## src/include/led_light_map.svh

```systemverilog
// Register layout, reset values and timing counts for the LED light unit
`ifndef LED_LIGHT_MAP_SVH
`define LED_LIGHT_MAP_SVH
`define BL_LEVEL_LSB        0
`define BL_LEVEL_W          5
`define FADE_EN_BIT         5
`define FADE_RATE_LSB       6
`define SINK_EN_W           4
`define FLASH_SPOT_BIT      0
`define FLASH_LEVEL_LSB     1
`define FLASH_LEVEL_W       3
`define TIMEOUT_EN_BIT      4
`define REG1_LEVEL_LSB      0
`define REG1_LEVEL_W        4
`define REG2_LEVEL_LSB      4
`define REG2_LEVEL_W        3
`define BL_CTRL_RESET       8'h00
`define BL_ENABLE_RESET     8'h00
`define FLASH_CTRL_RESET    8'h10
`define REG_CTRL_RESET      8'h00
`define REG1_MAX_CODE       4'h8
`define REG2_MAX_CODE       3'h3
`define SPOT_MAX_CODE       3'h4
`define CLOCK_HZ            25000000
`define TICK_US             1000
`define TICK_CYCLES         ((`CLOCK_HZ / 1000000) * `TICK_US)
`define SAFETY_MS           1000
`define STARTUP_MS          1
`define PUMP_HZ             250000
`define PUMP_HALF_CYCLES    (`CLOCK_HZ / `PUMP_HZ / 2)
`endif

```

## src/include/led_light_pkg.sv

```systemverilog
// Types shared by the LED light unit
package led_light_pkg;
  typedef enum logic [2:0] {
    PUMP_1X  = 3'b001,
    PUMP_15X = 3'b010,
    PUMP_2X  = 3'b100
  } pump_mode_t;
  typedef enum logic [2:0] {
    FL_IDLE  = 3'b001,
    FL_ON    = 3'b010,
    FL_TRIP  = 3'b100
  } flash_state_t;
endpackage : led_light_pkg

```

## src/design/led_light_control.sv

```systemverilog
// LED light unit control: backlight fade, flash timer, sleep, regulators
`timescale 1ns/1ps
`include "led_light_map.svh"
// How it works
// - Backlight level is one of 32 codes
// - Code steps 0.5, then 1, then 2 mA
// - Backlight sinks start disabled after power-up
// - Fade walks applied code one step each
// - Fade step interval 8/16/24/32 ms
// - Flash level 50 to 400 mA, 50 mA steps
// - High trigger pin activates flash directly
// - Trigger held high: serial bits control sink
// - Timer kills only flash sink after 1 s
// - Timer on by default, host may disable
// - Trigger low or cleared bits reset timer
// - Chip enable low: all outputs inactive
// - Chip enable low: registers at defaults
// - Sleep when every LED sink is off
// - Sleep stops clock and pump, bus alive
// - Regulators may run during sleep
// - First regulator 2.5 to 3.3 V
// - Second regulator 1.5 to 1.8 V
// - Pump picks 1x/1.5x/2x, 250 kHz switching
// - Fade field 00=32 01=24 10=16 11=8 ms
// - Fade bit cleared mid-fade jumps to target
// - Tripped flash stays off until trigger low or cleared bits
// - Bus usable 1 ms after chip enable
module led_light_control
  import led_light_pkg::*;
(
  input  wire logic        clock,
  input  wire logic        rst,
  input  wire logic        chip_enable,
  input  wire logic        flash_trigger_pin,
  input  wire logic [7:0]  wr_data,
  input  wire logic        wr_bl_ctrl,
  input  wire logic        wr_bl_enable,
  input  wire logic        wr_flash_ctrl,
  input  wire logic        wr_reg_ctrl,
  input  wire logic        pump_need_up,
  input  wire logic        pump_can_down,
  output logic [7:0]       bl_ctrl,
  output logic [7:0]       bl_enable,
  output logic [7:0]       flash_ctrl,
  output logic [7:0]       reg_ctrl,
  output logic [4:0]       bl_level_applied,
  output logic [3:0]       bl_sink_on,
  output logic             fade_busy,
  output logic [8:0]       bl_current_halfma,
  output logic             flash_sink_output,
  output logic [8:0]       flash_current_ma,
  output logic             safety_tripped,
  output logic             sleep,
  output logic             core_clock_run,
  output logic             pump_run,
  output pump_mode_t       pump_mode,
  output logic             pump_clk,
  output logic             first_regulator_on,
  output logic [5:0]       first_regulator_dv,
  output logic             second_regulator_on,
  output logic [4:0]       second_regulator_dv,
  output logic             bus_ready
);
  // Backlight code to current in half-milliamp units
  function automatic logic [8:0] bl_halfma(input logic [4:0] code);
    logic [8:0] c;
    c = {4'h0, code};
    if (code <= 5'h17)      bl_halfma = c + 9'h001;
    else if (code <= 5'h1A) bl_halfma = 9'h018 + ((c - 9'h017) << 1);
    else                    bl_halfma = 9'h01E + ((c - 9'h01A) << 2);
  endfunction : bl_halfma

  function automatic logic [7:0] fade_ms(input logic [1:0] rate);
    fade_ms = 8'h20 - {3'h0, rate, 3'h0};
  endfunction : fade_ms

  // Any register write outside chip enable is dropped; defaults hold
  wire en_rst = rst || !chip_enable;
  logic tick;
  ms_ticker u_tick (
    .clock (clock),
    .rst   (en_rst),
    .tick  (tick)
  );

  // Host writes; reserved bits forced to zero on write
  always_ff @(posedge clock) begin
    if (en_rst) begin
      bl_ctrl    <= `BL_CTRL_RESET;
      bl_enable  <= `BL_ENABLE_RESET;
      flash_ctrl <= `FLASH_CTRL_RESET;
      reg_ctrl   <= `REG_CTRL_RESET;
    end else begin
      if (wr_bl_ctrl)    bl_ctrl    <= wr_data;
      if (wr_bl_enable)  bl_enable  <= {4'h0, wr_data[3:0]};
      if (wr_flash_ctrl) flash_ctrl <= {3'h0, wr_data[4:0]};
      if (wr_reg_ctrl)   reg_ctrl   <= {1'b0, wr_data[6:0]};
    end
  end

  wire [4:0] bl_target = bl_ctrl[`BL_LEVEL_LSB +: `BL_LEVEL_W];
  wire       fade_en   = bl_ctrl[`FADE_EN_BIT];
  wire [1:0] fade_rate = bl_ctrl[`FADE_RATE_LSB +: 2];
  wire [7:0] step_ms   = fade_ms(fade_rate);

  // Fade engine; rate changes apply to the interval already under way
  logic [7:0] fade_cnt;
  wire        at_target = (bl_level_applied == bl_target);
  wire        step_due  = tick && (fade_cnt + 8'h01 >= step_ms);
  assign fade_busy = fade_en && !at_target;
  always_ff @(posedge clock) begin
    if (en_rst) begin
      bl_level_applied <= 5'h00;
      fade_cnt         <= 8'h00;
    end else if (!fade_en) begin
      bl_level_applied <= bl_target;
      fade_cnt         <= 8'h00;
    end else if (at_target) begin
      fade_cnt <= 8'h00;
    end else if (step_due) begin
      fade_cnt <= 8'h00;
      if (bl_target > bl_level_applied)
        bl_level_applied <= bl_level_applied + 5'h01;
      else
        bl_level_applied <= bl_level_applied - 5'h01;
    end else if (tick) begin
      fade_cnt <= fade_cnt + 8'h01;
    end
  end

  always_ff @(posedge clock) begin
    if (en_rst) begin
      bl_sink_on        <= 4'h0;
      bl_current_halfma <= 9'h000;
    end else begin
      bl_sink_on        <= bl_enable[3:0];
      bl_current_halfma <= (bl_enable[3:0] != 4'h0) ?
                           bl_halfma(bl_level_applied) : 9'h000;
    end
  end

  // Flash/spotlight: bit0 selects flash (1) or spotlight (0), spotlight code 0 = off
  wire       flash_mode  = flash_ctrl[`FLASH_SPOT_BIT];
  wire [2:0] flash_code  = flash_ctrl[`FLASH_LEVEL_LSB +: `FLASH_LEVEL_W];
  wire       timeout_en  = flash_ctrl[`TIMEOUT_EN_BIT];
  wire       ctrl_off    = (flash_code == 3'h0) && !flash_mode;
  wire [2:0] spot_code   = (flash_code > `SPOT_MAX_CODE) ?
                           `SPOT_MAX_CODE : flash_code;
  wire [2:0] eff_code    = flash_mode ? flash_code : spot_code;
  // Trigger high: sink runs at the programmed level, 50..400 mA; spotlight capped at 250 mA
  wire       want_on     = flash_trigger_pin && !ctrl_off;
  wire       timer_clear = !flash_trigger_pin || ctrl_off;

  flash_state_t fl_state;
  flash_state_t next_fl_state;
  logic [9:0]   on_ms;
  wire          expired = timeout_en && tick &&
                          (on_ms == 10'(`SAFETY_MS - 1));
  always_comb begin
    next_fl_state = fl_state;
    unique case (fl_state)
      FL_IDLE: if (want_on) next_fl_state = FL_ON;
      FL_ON:   if (!want_on) next_fl_state = FL_IDLE;
               else if (expired) next_fl_state = FL_TRIP;
      FL_TRIP: if (timer_clear) next_fl_state = FL_IDLE;
      default: next_fl_state = FL_IDLE;
    endcase
  end

  always_ff @(posedge clock) begin
    if (en_rst) begin
      fl_state  <= FL_IDLE;
      on_ms     <= 10'h000;
    end else begin
      fl_state  <= next_fl_state;
      if (fl_state != FL_ON || timer_clear)
        on_ms <= 10'h000;
      else if (tick && timeout_en)
        on_ms <= on_ms + 10'h001;
    end
  end

  always_ff @(posedge clock) begin
    if (en_rst) begin
      flash_sink_output <= 1'b0;
      flash_current_ma  <= 9'h000;
    end else begin
      flash_sink_output <= (fl_state == FL_ON) && want_on;
      flash_current_ma  <= ((fl_state == FL_ON) && want_on) ?
                           9'(({6'h00, eff_code} + 9'h001) * 9'd50) :
                           9'h000;
    end
  end
  assign safety_tripped = (fl_state == FL_TRIP);

  // Sleep when no sink conducts; bus and regulators unaffected
  wire leds_off = (bl_sink_on == 4'h0) && !flash_sink_output;
  always_ff @(posedge clock) begin
    if (en_rst) sleep <= 1'b1;
    else        sleep <= leds_off;
  end
  assign core_clock_run = chip_enable && !sleep;
  assign pump_run       = chip_enable && !sleep;

  pump_mode_select u_pump (
    .clock    (clock),
    .rst      (en_rst),
    .run      (pump_run),
    .need_up  (pump_need_up),
    .can_down (pump_can_down),
    .mode     (pump_mode),
    .pump_clk (pump_clk)
  );

  // Regulator codes: 0 = off, n = lowest + (n-1)*100 mV, clamped at top
  wire [3:0] r1_code = reg_ctrl[`REG1_LEVEL_LSB +: `REG1_LEVEL_W];
  wire [2:0] r2_code = reg_ctrl[`REG2_LEVEL_LSB +: `REG2_LEVEL_W];
  wire [3:0] r1_sat  = (r1_code > 4'(`REG1_MAX_CODE + 1)) ?
                       4'(`REG1_MAX_CODE + 1) : r1_code;
  wire [2:0] r2_sat  = (r2_code > 3'(`REG2_MAX_CODE + 1)) ?
                       3'(`REG2_MAX_CODE + 1) : r2_code;
  always_ff @(posedge clock) begin
    if (en_rst) begin
      first_regulator_on  <= 1'b0;
      first_regulator_dv  <= 6'h00;
      second_regulator_on <= 1'b0;
      second_regulator_dv <= 5'h00;
    end else begin
      // Independent of sleep
      first_regulator_on  <= (r1_code != 4'h0);
      first_regulator_dv  <= (r1_code == 4'h0) ? 6'h00 :
                             6'(6'd25 + {2'h0, r1_sat} - 6'd1);
      second_regulator_on <= (r2_code != 3'h0);
      second_regulator_dv <= (r2_code == 3'h0) ? 5'h00 :
                             5'(5'd15 + {2'h0, r2_sat} - 5'd1);
    end
  end

  // Bus start-up after chip enable
  logic [1:0] up_ms;
  always_ff @(posedge clock) begin
    if (en_rst) begin
      up_ms     <= 2'h0;
      bus_ready <= 1'b0;
    end else if (!bus_ready && tick) begin
      up_ms     <= up_ms + 2'h1;
      bus_ready <= (up_ms + 2'h1 >= 2'(`STARTUP_MS));
    end
  end
endmodule : led_light_control

```

## src/design/ms_ticker.sv

```systemverilog
// Millisecond tick generator
`timescale 1ns/1ps
`include "led_light_map.svh"
module ms_ticker (
  input  wire logic        clock,
  input  wire logic        rst,
  output logic             tick
);
  localparam int unsigned TC = `TICK_CYCLES;
  logic [15:0] count;
  wire         wrap = (count == 16'(TC - 1));
  always_ff @(posedge clock) begin
    if (rst) begin
      count <= 16'h0000;
      tick  <= 1'b0;
    end else begin
      count <= wrap ? 16'h0000 : count + 16'h0001;
      tick  <= wrap;
    end
  end
endmodule : ms_ticker

```

## src/design/pump_mode_select.sv

```systemverilog
// Charge pump mode choice with hysteresis and 250 kHz switching clock
`timescale 1ns/1ps
`include "led_light_map.svh"
module pump_mode_select
  import led_light_pkg::*;
(
  input  wire logic        clock,
  input  wire logic        rst,
  input  wire logic        run,
  input  wire logic        need_up,
  input  wire logic        can_down,
  output pump_mode_t       mode,
  output logic             pump_clk
);
  localparam int unsigned HALF = `PUMP_HALF_CYCLES;
  pump_mode_t next_mode;
  logic [5:0] div;
  wire        div_wrap = (div == 6'(HALF - 1));
  // Up only on demand, down only on clear headroom: the gap is the hysteresis
  always_comb begin
    next_mode = mode;
    unique case (mode)
      PUMP_1X:  if (need_up) next_mode = PUMP_15X;
      PUMP_15X: if (need_up) next_mode = PUMP_2X;
                else if (can_down) next_mode = PUMP_1X;
      PUMP_2X:  if (can_down) next_mode = PUMP_15X;
      default:  next_mode = PUMP_1X;
    endcase
  end
  always_ff @(posedge clock) begin
    if (rst || !run) begin
      mode     <= PUMP_1X;
      div      <= 6'h00;
      pump_clk <= 1'b0;
    end else begin
      mode <= next_mode;
      div  <= div_wrap ? 6'h00 : div + 6'h01;
      // Drop the switch phase at once in 1x, not at the next wrap
      if (mode == PUMP_1X) begin
        pump_clk <= 1'b0;
      end else if (div_wrap) begin
        pump_clk <= ~pump_clk;
      end
    end
  end
endmodule : pump_mode_select

```

## config.mk

```make
export PLATFORM = sky130hd
export DESIGN_NAME = led_light_control
export DESIGN_NICKNAME = d
export VERILOG_FILES = /design/src/include/led_light_pkg.sv /design/src/design/led_light_control.sv /design/src/design/ms_ticker.sv /design/src/design/pump_mode_select.sv
export VERILOG_INCLUDE_DIRS = /design/src /design/src/include
export SDC_FILE = /design/constraint.sdc
export NUM_CORES = 1
export LEC_CHECK = 0
export BUFFER_PORTS_ARGS = -buffer_cell sky130_fd_sc_hd__buf_4
export CORE_MARGIN = 10
export CORE_UTILIZATION = 59
export CTS_CLUSTER_SIZE = 28
export DETAILED_ROUTE_END_ITERATION = 8
export PLACE_DENSITY = 0.86
export SLEW_MARGIN = 20
export SYNTH_ARGS = -nofsm -noshare
export SYNTH_HDL_FRONTEND = slang
export SYNTH_HIERARCHICAL = 1
export SYNTH_SLANG_ARGS = --single-unit
```

## constraint.sdc

```tcl
create_clock -name clock -period 4.95 [get_ports clock]
set_input_delay 0.2475 -clock clock [delete_from_list [all_inputs] [get_ports clock]]
set_output_delay 0.2475 -clock clock [all_outputs]
set_load 0.005 [all_outputs]
```

* Word-level counts from Yosys, hierarchy flattened
Cells that the tools add are included.
Operators by class: divide/modulo/power cells 0, $lt $le $gt $ge 8, muxes and demuxes 20, equality and inequality tests 19, shift-type cells 0, bitwise operators 4, add/subtract/negate cells 18, multiply operators 1, reduce and logical (&&, ||, !) cells 42
Operators by type and width (number):
- $mux 3 | 11
- $mux 5 | 4
- $mux 9 | 2
- $pmux 3 s3 | 2
- $add 16x1->16 const B | 1
- $eq 16x15->1 const B | 1
- $reduce_or 2->1 | 8
- $sub 5x5->6 const B | 2
- $add 10x1->10 const B | 1
- $eq 10x10->1 const B | 1
- $le 5x5->1 const B | 2
- $logic_and 1x1->1 | 10
- $sub 5x1->5 const B | 2
- $add 6x8->9 const A | 1
- $logic_not 1->1 | 9
- $add 6x7->8 const A | 1
- $add 8x1->8 const B | 1
- $ge 8x8->1 | 1
- $logic_not 4->1 | 2
- $mul 4x5->8 const B | 1
- $ne 2x2->1 const B | 4
- $reduce_bool 4->1 | 2
- $sub 6x5->7 const A | 1
- $add 5x1->6 const B | 1
- other kinds (27) | 41
Storage, ports and cells: input bits 18, memories kept 0, memory bits (writable) 0, latch bits 0, register bits 117, ROM bits 0

* Logic depth before layout (Yosys ltp)
Gate-level depths: netlist of the first run.
depth after elaboration 7, mapped depth 14, depth with buffers taken out 13

* By module
Netlist of the first run, hierarchy kept.
By module, submodules not included:
- led_light_control | times used 1, area an instance 4027.6 sq um, cells each 434
- ms_ticker | times used 1, area an instance 767.0 sq um, cells each 84
- pump_mode_select | times used 1, area an instance 450.4 sq um, cells each 50

* Worst setup path before layout of the first run
No wires, ideal clock.
path kind register to register, start register bl_level_applied[2], end register bl_level_applied[4], data required time 4.834 ns, setup time 0.116 ns, cell stages (with the launch flop) 15, arrival time 3.140 ns, path slack 1.693 ns, clock period less this slack 3.257 ns, path buffers 1, path through dfxtp_1 clkbuf_1 inv_1 ha_1 and3_1 and3b_1 o21ai_0 inv_1 fa_1 inv_1 a21o_1 a21oi_1 xor2_1 or3_1 a41o_1
Between the ends: cells in the longest elaborated chain, start to end 5, elaborated cells between the ends (all ways) 10, classes of those cells add/sub: 2; order compare: 1; eq/ne: 2; mux: 4; reduce/logical: 1
RTL lines:
- from (decl) | line led_light_control.sv:46 | output logic [4:0] bl_level_applied,
- from (signal assigned) | line led_light_control.sv:116 | bl_level_applied <= bl_target;
- from (signal assigned) | line led_light_control.sv:123 | bl_level_applied <= bl_level_applied + 5'h01;
- from (signal assigned) | line led_light_control.sv:125 | bl_level_applied <= bl_level_applied - 5'h01;
- $sub 5x1->5 (tied with other cells) | line led_light_control.sv:125
- $mux 5 | line led_light_control.sv:122 | if (bl_target > bl_level_applied)
- $mux 5 | line led_light_control.sv:120 | end else if (step_due) begin
- $mux 5 | line led_light_control.sv:118 | end else if (at_target) begin
- $mux 5 | line led_light_control.sv:115 | end else if (!fade_en) begin
Parallel ways exist; a longest one is shown, timed or not. The select of a mux whose other input is x is not followed. A chain may end at the register's enable or synchronous reset.

* Final worst setup path of the first run
Same ends and word-level chain as after synthesis.

==> reports/qor.txt, run 1 <==
Routed WL per cell - 16.5 um
Relative slew margins - 0.528
DRT iter0 DRCs - 223
RSZ-0062 raised after global routing - no
FFs w/ async S/R, synth - 0
Die area - 13100 um2
Total CTS buffers - 17
I/O pins - 101
Clk_skew - 0.00796 ns
DP HPWL - 8.96 mm
DRC viols - 0
PD cells - 333 nW/um2
Critical R2R Capture - bl_level_applied[4]
Core Area - 8680 um2
Layout cells sized above 1 - 0.200
Vias per cell - 5.47
Vias in the first global route - 4337
Clk pin slew, worst setup/hold paths - 0.05 ns
Critical Path RT - 5.35 ns
Synth Instances - 568
Final worst slack - 1.28 ns
Most frequent cells in the layout - dfxtp_1, buf_4, nor2_1
Diode count - 0
EDFF count, synth - 0
Worst Setup End Kind - flop
Final period util - 0.742
Worst Path Max Fanout - 10
Worst setup path startpoint - bl_level_applied[2]
Register area - 2300 um2
Area Growth Syn to Fin - 23.9%
Area contributors post-synth - dfxtp_1, ha_1, nor2_1, mux2i_1, xnor2_1
Nets - 714
Synthesized-area fraction occupied by adder cells - 0.0864
Fill cells - 588
Unique cell type count in the Yosys netlist - 58
Least-Margin Pin Slew - 0.707 ns
F_max - 272 MHz
CTS Root Buffer Type - clkbuf_8
Via count - 4258
Largest family of logic cells by synthesized area - simple AND/OR/NAND/NOR gates
Mux contribution to synthesized area - 0.0515
Fraction of the mapped netlist area in simple logic gates - 0.215
Post-synth top area share - 0.439
Reg-to-reg startpoint - bl_level_applied[2]
CTS sink count - 115
Detailed Route WL - 12.8 mm
Largest net degree at the start of global routing - 39
Die height - 114 um
Worst setup endpoint - bl_level_applied[4]
Worst-skew pair later-pin latency - 0.51 ns
Critical Setup Path Class - reg -> reg
Max_cap viols - 0
Biggest area consumer among synthesized cells - dfxtp_1
Yosys warnings - 6
Worst R2R Path Depth - 13
Hold_ws - 0.0145 ns
Die X - 114 um
Post-Place Setup Slack - 1.37 ns
CTS tree - built
Area occupied by multi-input gates - 2690 um2
DRT Pass-1 Iters - 4
TNS Setup - 0 ns
Hold Crit Class - in -> reg
Clock buffer depth - 2
Xor-xnor portion of the synthesized cell area - 0.0852
Status - complete, no violations
Worst setup SP type - flop
Final Max Tran Viols - 0
Placed insts - 747
Global-route wire length before repair - 21.1 mm
Lkg Pwr - 0.00279 uW
Final setup vio count - 0
Initial core utilization - 0.604
Complex-gate fraction of the synthesized area - 0.0668
R2r setup slk - 1.28 ns
Synth Register Bits - 115
Final Hold Fails - 0
Ys flop type - dfxtp_1
VDD IR max - 0.277 mV
Fin crit period - 3.67 ns
Post-DRT Antenna Nets - 0
CP Data Arrival Time - 4.07 ns
Synth Cell Area - 5250 um2
Grt total ovfl - 0
Sequential area share after synthesis - 0.439
RePlAce Congestion - 0.877
Number of port buffers - 91
Syn Area/Cell - 9.23 um2
H-tree levels - 4
Commonest non-fill, non-tap cell in the layout - dfxtp_1
Non-Filler Instances - 779
All-Layer GR Usage - 0.198
Final Util - 0.749
Initial antenna violation count - 0
# rows - 34
## cell families after synthesis
| logic type | after synthesis |
|---|---|
| buffers and inverters | 60 |
| flip-flops | 115 |
| multiplexers | 27 |
| AO/OA/AOI/OAI | 54 |
| other | 2 |
| AND/OR/NAND/NOR | 224 |
| XOR/XNOR | 51 |
| adder cells (fa/ha/maj) | 35 |
## layout make-up
class | count | area share
Inverter | 30 | 0.0173
Clock inverter | 6 | 0.00847
Clock buffer | 23 | 0.0734
Sequential cell | 115 | 0.354
Timing Repair Buffer | 96 | 0.112
Multi-Input combinational cell | 401 | 0.414
Tap cell | 108 | 0.0208
## metal layers
metal  track usage  routed length, um  up-vias
met5             0                  0        -
met4        0.0869                311        0
met3        0.0613                902       30
met2         0.344               6290      137
met1         0.217               5320     2005
li1              -                  -     2086
## where the power goes
| part | switching [uW] | internal (uW) | leakage, uW | total, uW |
|---|---|---|---|---|
| Combinational | 67.3 | 55.0 | 0.00160 | 122 |
| Sequential | 12.4 | 938 | 0.000930 | 950 |
| Clock | 385 | 704 | 0.000269 | 1090 |
## synthesized netlist by cell type, types with 2 or more instances
cell type  count
inv_2          2
ha_1          33
nor4_1         5
mux2i_1       27
a221o_1        3
and3b_1        2
nand4b_1       3
nor2b_1        6
buf_4         12
a211oi_1       6
o41ai_1        2
xor2_1        22
nand2b_1       6
dfxtp_1      115
and2_1        10
o21ai_1        6
nor3b_1        3
and3_1         5
inv_1         28
nand2_1       27
nor3_1        15
clkbuf_1      14
nor2_1        91
o21ai_0        9
buf_6          2
nor2_2         3
or3_1          5
conb_1         2
or4_1          2
a21o_1         3
a21oi_1       16
nand4_1       11
fa_1           2
xnor2_1       29
nand3_1       18
## worst min path at each step
stage | from | end | slack (ns) | cells after the start
after floorplan | wr_data[4] | flash_ctrl[4] | 0.38 | 2
after global routing | wr_data[4] | flash_ctrl[4] | 0.05 | 3
final | flash_trigger_pin | fl_state[2] | 0.01 | 3
after CTS | flash_trigger_pin | fl_state[2] | 0.003 | 3
after detailed placement | bl_sink_on[1] | sleep | 0.45 | 1
after global placement | bl_sink_on[1] | sleep | 0.44 | 1
## critical path, cell delays in order (launching register included)
cell,delay (ns)
dfxtp_1,0.55
inv_1,0.20
ha_1,0.33
and3_1,0.20
and3b_1,0.17
o21ai_0,0.54
inv_1,0.16
fa_1,0.44
inv_1,0.07
a21o_1,0.10
a21oi_1,0.07
xor2_1,0.16
or3_1,0.33
a41o_1,0.24
## sequential cells by signal, indices dropped and copies added, names as in the netlist
signal and flops:
on_ms 10, first_regulator_dv 5, second_regulator_dv 5, flash_current_ma 8, u_pump/div 6, second_regulator_on 1
bl_sink_on 4, bus_ready 1, flash_sink_output 1, u_tick/tick 1, reg_ctrl 7, fl_state 3
fade_cnt 8, bl_ctrl 8, bl_enable 4, flash_ctrl 5, bl_current_halfma 9, bl_level_applied 5
first_regulator_on 1, u_pump/pump_clk 1, up_ms 2, sleep 1, u_tick/count 16, u_pump/mode 3
## metrics by stage
stage	area, um2	total power [uW]
3_3_place_gp	5930	1080
2_1_floorplan	5280	1040
5_1_grt	6500	2230
3_5_place_dp	5930	1090
6_report	6500	2160
4_1_cts	6500	2170
## repair_timing
item	4_1_cts	5_1_grt
endpoints found under the hold margin	4	0
buffers inserted	0	0
hold buffers	3	0
resized for setup	0	0
Note: power is estimated with default switching activity, not from simulation.
==> inputs of run 2 (changes only) <==
--- a/config.mk
+++ b/config.mk
@@ -8,10 +8,10 @@
 export LEC_CHECK = 0
 export BUFFER_PORTS_ARGS = -buffer_cell sky130_fd_sc_hd__buf_4
 export CORE_MARGIN = 10
-export CORE_UTILIZATION = 59
+export CORE_UTILIZATION = 55
 export CTS_CLUSTER_SIZE = 28
 export DETAILED_ROUTE_END_ITERATION = 8
-export PLACE_DENSITY = 0.86
+export PLACE_DENSITY = 0.81
 export SLEW_MARGIN = 20
 export SYNTH_ARGS = -nofsm -noshare
 export SYNTH_HDL_FRONTEND = slang
==> constraint.sdc (replaced) <==
create_clock -name clock -period 3.72 [get_ports clock]
set_input_delay 0.186 -clock clock [delete_from_list [all_inputs] [get_ports clock]]
set_output_delay 0.186 -clock clock [all_outputs]
set_load 0.005 [all_outputs]
==> run 2 against run 1 <==
- critical path depth grew 1
- sequential cell count is the same
- design area grew 3.1%
- total power grew 41%
- maximum frequency grew 14%
- wire length shrank 2.6%
- first-iteration DRC count shrank 7.6%
- sequential share of layout area shrank 1.1 points
- combinational power grew 39%
- via count is essentially flat
- global-route usage shrank 1.7 points
- largest power group unchanged
- core utilization shrank 2.7 points
==> reports/qor.txt, run 2 (synthesis gave the netlist of run 1 again) <==
Vias in the first global route - 4355 (+0.42%)
All-Layer GR Usage - 0.181 (-0.0172)
Area Growth Syn to Fin - 27.7%
Worst-skew pair later-pin latency - 0.51 ns (about the same)
Clk pin slew, worst setup/hold paths - 0.06 ns (about the same)
Fin crit period - 3.21 ns (-0.461 ns)
PD cells - 454 nW/um2 (+37%)
DRT iter0 DRCs - 206 (-7.6%)
Initial antenna violation count - 0 (unchanged)
CTS tree - built
VDD IR max - 0.336 mV (+21%)
Grt total ovfl - 0 (unchanged)
RePlAce Congestion - 0.873 (-0.39%)
DRC viols - 0 (unchanged)
Worst Setup End Kind - flop
Vias per cell - 5.22 (-4.4%)
Core Area - 9280 um2 (+7.0%)
Via count - 4257 (-0.023%)
CP most frequent cell - inv_1
# rows - 35 (+2.9%)
RSZ-0062 raised after global routing - no
Lkg Pwr - 0.00287 uW (+2.6%)
Max_cap viols - 0 (unchanged)
I/O pins - 101 (unchanged)
Max reg flops - 16 (unchanged)
DRT Pass-1 Iters - 6 (+2)
Placed insts - 770 (+3.1%)
CP peak stage delay - 0.56 ns (about the same)
Die height - 118 um (+2.9%)
CTS sink count - 115 (unchanged)
Total CTS buffers - 17 (unchanged)
Most frequent cells in the layout - dfxtp_1, buf_4, nor2_1
Diode count - 0 (unchanged)
CP Data Arrival Time - 3.61 ns (-0.46 ns)
Routed WL per cell - 15.3 um (-6.9%)
Tot Pwr - 3040 uW (+41%)
Post-DRT Antenna Nets - 0 (unchanged)
Final period util - 0.863 (+0.121)
CTS Root Buffer Type - clkbuf_8
Nets - 726 (+1.7%)
Commonest non-fill, non-tap cell in the layout - dfxtp_1
Biggest regs - u_tick/count (16), on_ms (10), bl_current_halfma (9)
TNS Setup - 0 ns (unchanged)
F_max - 312 MHz (+14%)
Global-route wire length before repair - 21.0 mm (-0.39%)
Fill cells - 679 (+15%)
Status - complete, no violations
Number of port buffers - 91 (unchanged)
Largest Register - u_tick/count
Final setup vio count - 0 (unchanged)
Layout cells sized above 1 - 0.203 (+0.00292)
DP HPWL - 8.85 mm (-1.3%)
Hold_ws - 0.0464 ns (+0.0320 ns)
Cell Chain, Critical Path - inv_1 -> ha_1 -> and3_1 -> nand3_1 -> o21ai_0 -> buf_4 -> inv_1 -> fa_1 -> inv_1 -> a21o_1 -> a21oi_1 -> xor2_1 -> or3_1 -> a41o_1
Final Max Tran Viols - 0 (unchanged)
Clk_skew - 0.00822 ns (+0.000265 ns)
Worst setup SP type - flop
Die area - 13800 um2 (+6.0%)
Worst Path Max Fanout - 10 (unchanged)
Final Util - 0.722 (-0.0270)
Critical Path RT - 4.12 ns (-1.23 ns)
Hold Crit Class - in -> reg
Resize count post-CTS - 0 (unchanged)
Least-Margin Pin Slew - 0.695 ns (-0.0120 ns)
Clock buffer depth - 2 (unchanged)
Largest net degree at the start of global routing - 39 (unchanged)
Critical Setup Path Class - reg -> reg
H-tree levels - 4 (unchanged)
Initial core utilization - 0.565 (-0.0394)
Relative slew margins - 0.537 (+0.00863)
Slowest-stage cell, CP - dfxtp_1
Non-Filler Instances - 815 (+4.6%)
Detailed Route WL - 12.5 mm (-2.6%)
Final Hold Fails - 0 (unchanged)
Die X - 118 um (+2.9%)
==> run 2: cell count changes in the layout (fill, tap and decap cells not counted) <==
cell,previous run,this run
buf_4,93,95
bufinv_16,1,3
clkbuf_8,5,4
clkinvlp_4,0,2
dlygate4sd3_1,3,13
==> run 2: cell type report <==
cell class	count	area (um2)	area share
clock buffers	22	463	0.0691
well taps	129	161	0.0241
flip-flops and latches	115	2300	0.344
inverters	30	113	0.0168
multi-input cells	401	2690	0.401
clock inverters	10	130	0.0194
repair buffers	108	843	0.126
==> run 2: timing repair <==
action,4_1_cts,5_1_grt
hold buffers,13,0
setup buffers,0,0
hold endpoints to repair,23,0
==> run 2: path summary, 6_finish.rpt <==
kind / from / to / depth (start not counted) / slack [ns]
setup reg to reg: bl_level_applied[2] / bl_level_applied[4] / 14 / 0.51
hold / removal: wr_reg_ctrl / reg_ctrl[3] / 3 / 0.05
hold reg to reg: bl_sink_on[1] / sleep / 1 / 0.47
setup / recovery: bl_level_applied[2] / bl_level_applied[4] / 14 / 0.51
==> run 2: report_power, final <==
group / total (uW) / internal [uW] / leakage (uW) / switching, uW
Combinational: 170 / 82.8 / 0.00165 / 87.6
Clock: 1610 / 1070 / 0.000291 / 543
Sequential: 1260 / 1250 / 0.000930 / 17.1
Total: 3040 / 2400 / 0.00287 / 647
==> run 2: metrics by stage <==
stage / setup slack (ns) / cell area, um2
after floorplan: 0.463 / 5280
after global placement: 0.671 / 5980
after detailed placement: 0.584 / 5980
after CTS: 0.540 / 6700
after global routing: 0.307 / 6700
final: 0.510 / 6700
==> run 2: critical path, delay by kind of cell, from the launching register on <==
kind	cells	cell delay, ns
XOR/XNOR	1	0.15
AO/OA/AOI/OAI	4	0.54
AND/OR/NAND/NOR	3	0.68
adder cells (fa/ha/maj)	2	0.73
flip-flops	1	0.56
buffers and inverters	4	0.46
==> run 2: routing by layer <==
metal / share of wire / track usage / up-vias
met3: 0.059 / 0.0504 / 25
met2: 0.50 / 0.309 / 122
met1: 0.42 / 0.206 / 2001
li1: - / - / 2109
met5: 0 / 0 / -
met4: 0.020 / 0.0765 / 0
==> inputs of run 3 (changes only) <==
--- a/config.mk
+++ b/config.mk
@@ -11,7 +11,7 @@
 export CORE_UTILIZATION = 55
 export CTS_CLUSTER_SIZE = 28
 export DETAILED_ROUTE_END_ITERATION = 8
-export PLACE_DENSITY = 0.81
+export PLACE_DENSITY_LB_ADDON = 0.2
 export SLEW_MARGIN = 20
 export SYNTH_ARGS = -nofsm -noshare
 export SYNTH_HDL_FRONTEND = slang
==> run 3 against run 2 <==
- die area did not move
- worst hold slack got worse by 0.0093 ns
- worst setup slack got worse by 0.054 ns
- global-route usage fell by 0.62 points
- clock power rose by 7%
- sequential power barely moved
- combinational power barely moved
- largest power group unchanged
- highest routed layer unchanged
==> reports/qor.txt, run 3 (synthesis gave the netlist of run 1 again) <==
Status - complete, no violations
Critical R2R Capture - bl_level_applied[4]
Routed WL per cell - 14.8 um (-3.6%)
CP peak stage delay - 0.55 ns (about the same)
F_max - 306 MHz (-1.6%)
CTS tree - built
Most frequent cells in the layout - dfxtp_1, buf_4, nor2_1
Nets - 727 (+0.14%)
RePlAce Congestion - 0.907 (+3.9%)
Sw Ratio - 0.214 (+0.00122)
PD cells - 469 nW/um2 (+3.1%)
Post-cts hold buffer count - 14 (+1)
Global-route wire length before repair - 20.4 mm (-3.1%)
Biggest regs - u_tick/count (16), on_ms (10), bl_current_halfma (9)
Largest Register - u_tick/count
Levels on crit path - 14 (unchanged)
NetSw - 676 uW (+4.5%)
TNS Setup - 0 ns (unchanged)
CTS Root Buffer Type - clkbuf_8
R2r setup slk - 0.46 ns (-0.05 ns)
Diode count - 0 (unchanged)
Hold_ws - 0.0371 ns (-0.00935 ns)
Layout cells sized above 1 - 0.202 (-0.000295)
H-tree levels - 4 (unchanged)
Cell Chain, Critical Path - inv_1 -> ha_1 -> and3_1 -> and3b_1 -> o21ai_0 -> buf_4 -> inv_1 -> fa_1 -> inv_1 -> a21o_1 -> a21oi_1 -> xor2_1 -> or3_1 -> a41o_1
VDD IR max - 0.311 mV (-7.6%)
Die area - 13800 um2 (unchanged)
DRT Pass-1 Iters - 4 (-2)
Clock share of power - 0.546 (+0.017)
Initial antenna violation count - 0 (unchanged)
Met2 track demand over resource - 0.288 (-0.0210)
CP Data Arrival Time - 3.67 ns (+0.06 ns)
Initial core utilization - 0.565 (unchanged)
Crit path max-delay family - adder cells
Least-Margin Pin Slew - 0.747 ns (+0.0526 ns)
Worst Setup End Kind - flop
Met3 Use GR - 0.0456 (-0.00480)
DRT iter0 DRCs - 267 (+30%)
Post-DRT Antenna Nets - 0 (unchanged)
Critical Setup Path Class - reg -> reg
Max_cap viols - 0 (unchanged)
Clk pin slew, worst setup/hold paths - 0.06 ns (about the same)
Critical Path RT - 4.13 ns (about the same)
Int Power - 2490 uW (+3.7%)
Final period util - 0.877 (+0.0144)
Worst R2R Path Depth - 14 (unchanged)
All-Layer GR Usage - 0.175 (-0.00621)
Commonest non-fill, non-tap cell in the layout - dfxtp_1
Worst-skew pair later-pin latency - 0.52 ns (about the same)
# rows - 35 (unchanged)
I/O pins - 101 (unchanged)
Largest net degree at the start of global routing - 39 (unchanged)
Final worst slack - 0.457 ns (-0.0536 ns)
Clock buffer depth - 2 (unchanged)
Post-Place Setup Slack - 0.516 ns (-0.0685 ns)
CTS sink count - 115 (unchanged)
Resize count post-CTS - 0 (unchanged)
Gr busiest metal - met2
Via count - 4206 (-1.2%)
Grt total ovfl - 0 (unchanged)
Number of port buffers - 91 (unchanged)
CP most frequent cell - inv_1
Detailed Route WL - 12.1 mm (-3.5%)
Hold Crit Class - in -> reg
Worst Path Max Fanout - 10 (unchanged)
Max reg flops - 16 (unchanged)
Clk_skew - 0.0125 ns (+0.00431 ns)
Core Area - 9280 um2 (unchanged)
Worst setup SP type - flop
Worst setup path startpoint - bl_level_applied[2]
Area Growth Syn to Fin - 28.6%
RSZ-0062 raised after global routing - no
Slowest-stage cell, CP - dfxtp_1
M1 GR Usage - 0.214 (+0.00786)
Sequential share of power - 0.400 (-0.016)
Die height - 118 um (unchanged)
Fill cells - 700 (+3.1%)
DP HPWL - 8.74 mm (-1.2%)
Setup bufs post-CTS - 0 (unchanged)
Final setup vio count - 0 (unchanged)
Reg-to-reg startpoint - bl_level_applied[2]
Final Max Tran Viols - 0 (unchanged)
DRC viols - 0 (unchanged)
Gate power share - 0.054 (-0.002)
Lkg Pwr - 0.00288 uW (+0.39%)
Final Hold Fails - 0 (unchanged)
Vias per cell - 5.15 (-1.3%)
Total CTS buffers - 17 (unchanged)
Vias in the first global route - 4093 (-6.0%)
Worst setup endpoint - bl_level_applied[4]
Fin crit period - 3.26 ns (+0.0536 ns)
Die X - 118 um (unchanged)
Relative slew margins - 0.502 (-0.0351)
CP Buf/Inv Count - 4 (unchanged)
-- run 3: cell count changes in the layout (fill, tap and decap cells not counted), sizes merged --
cell | before | now
clkbuf | 22 | 19
clkinvlp | 2 | 3
bufinv | 3 | 5
dlygate4sd3 | 13 | 14
-- run 3: layout make-up --
type,instances,area [um2],share of cell area
Multi-Input combinational cell,401,2690,0.398
Sequential cell,115,2300,0.341
Timing Repair Buffer,109,853,0.126
Clock buffer,19,422,0.0625
Clock inverter,13,209,0.0310
Tap cell,129,161,0.0239
Inverter,30,113,0.0167
-- run 3: worst min-delay path: cells and delay by family --
kind / cells / cell delay, ns
AND/OR/NAND/NOR: 1 / 0.07
buffers and inverters: 1 / 0.17
multiplexers: 1 / 0.09
-- run 3: routing by layer --
layer,wire length [um],up-vias
met5,0,-
met4,144,0
met3,593,15
met2,5760,103
met1,5560,1968
li1,-,2120
-- run 3: worst min path at each step --
stage	start	endpoint	cells past startpoint
after floorplan	wr_data[4]	flash_ctrl[4]	2
after global placement	rst	sleep	3
after detailed placement	rst	sleep	3
after CTS	wr_reg_ctrl	reg_ctrl[1]	3
after global routing	wr_reg_ctrl	reg_ctrl[6]	3
final	wr_reg_ctrl	reg_ctrl[5]	3
-- run 3: power groups by stage --
stage                     clock network, uW  logic [uW]  registers, uW
after global placement                    0         153           1290
after floorplan                           0         101           1290
final                                  1730         171           1260
after global routing                   1810         189           1270
after CTS                              1750         171           1260
after detailed placement                  0         157           1290
-- run 3: stage by stage --
| step | instances | util | total power, uW | instance area, um2 |
|---|---|---|---|---|
| 6_report | 816 | 0.727 | 3160 | 6750 |
| 3_3_place_gp | 770 | 0.644 | 1440 | 5980 |
| 2_1_floorplan | 576 | - | 1390 | 5280 |
| 5_1_grt | 816 | 0.727 | 3270 | 6750 |
| 3_5_place_dp | 770 | 0.644 | 1450 | 5980 |
| 4_1_cts | 816 | 0.727 | 3180 | 6750 |
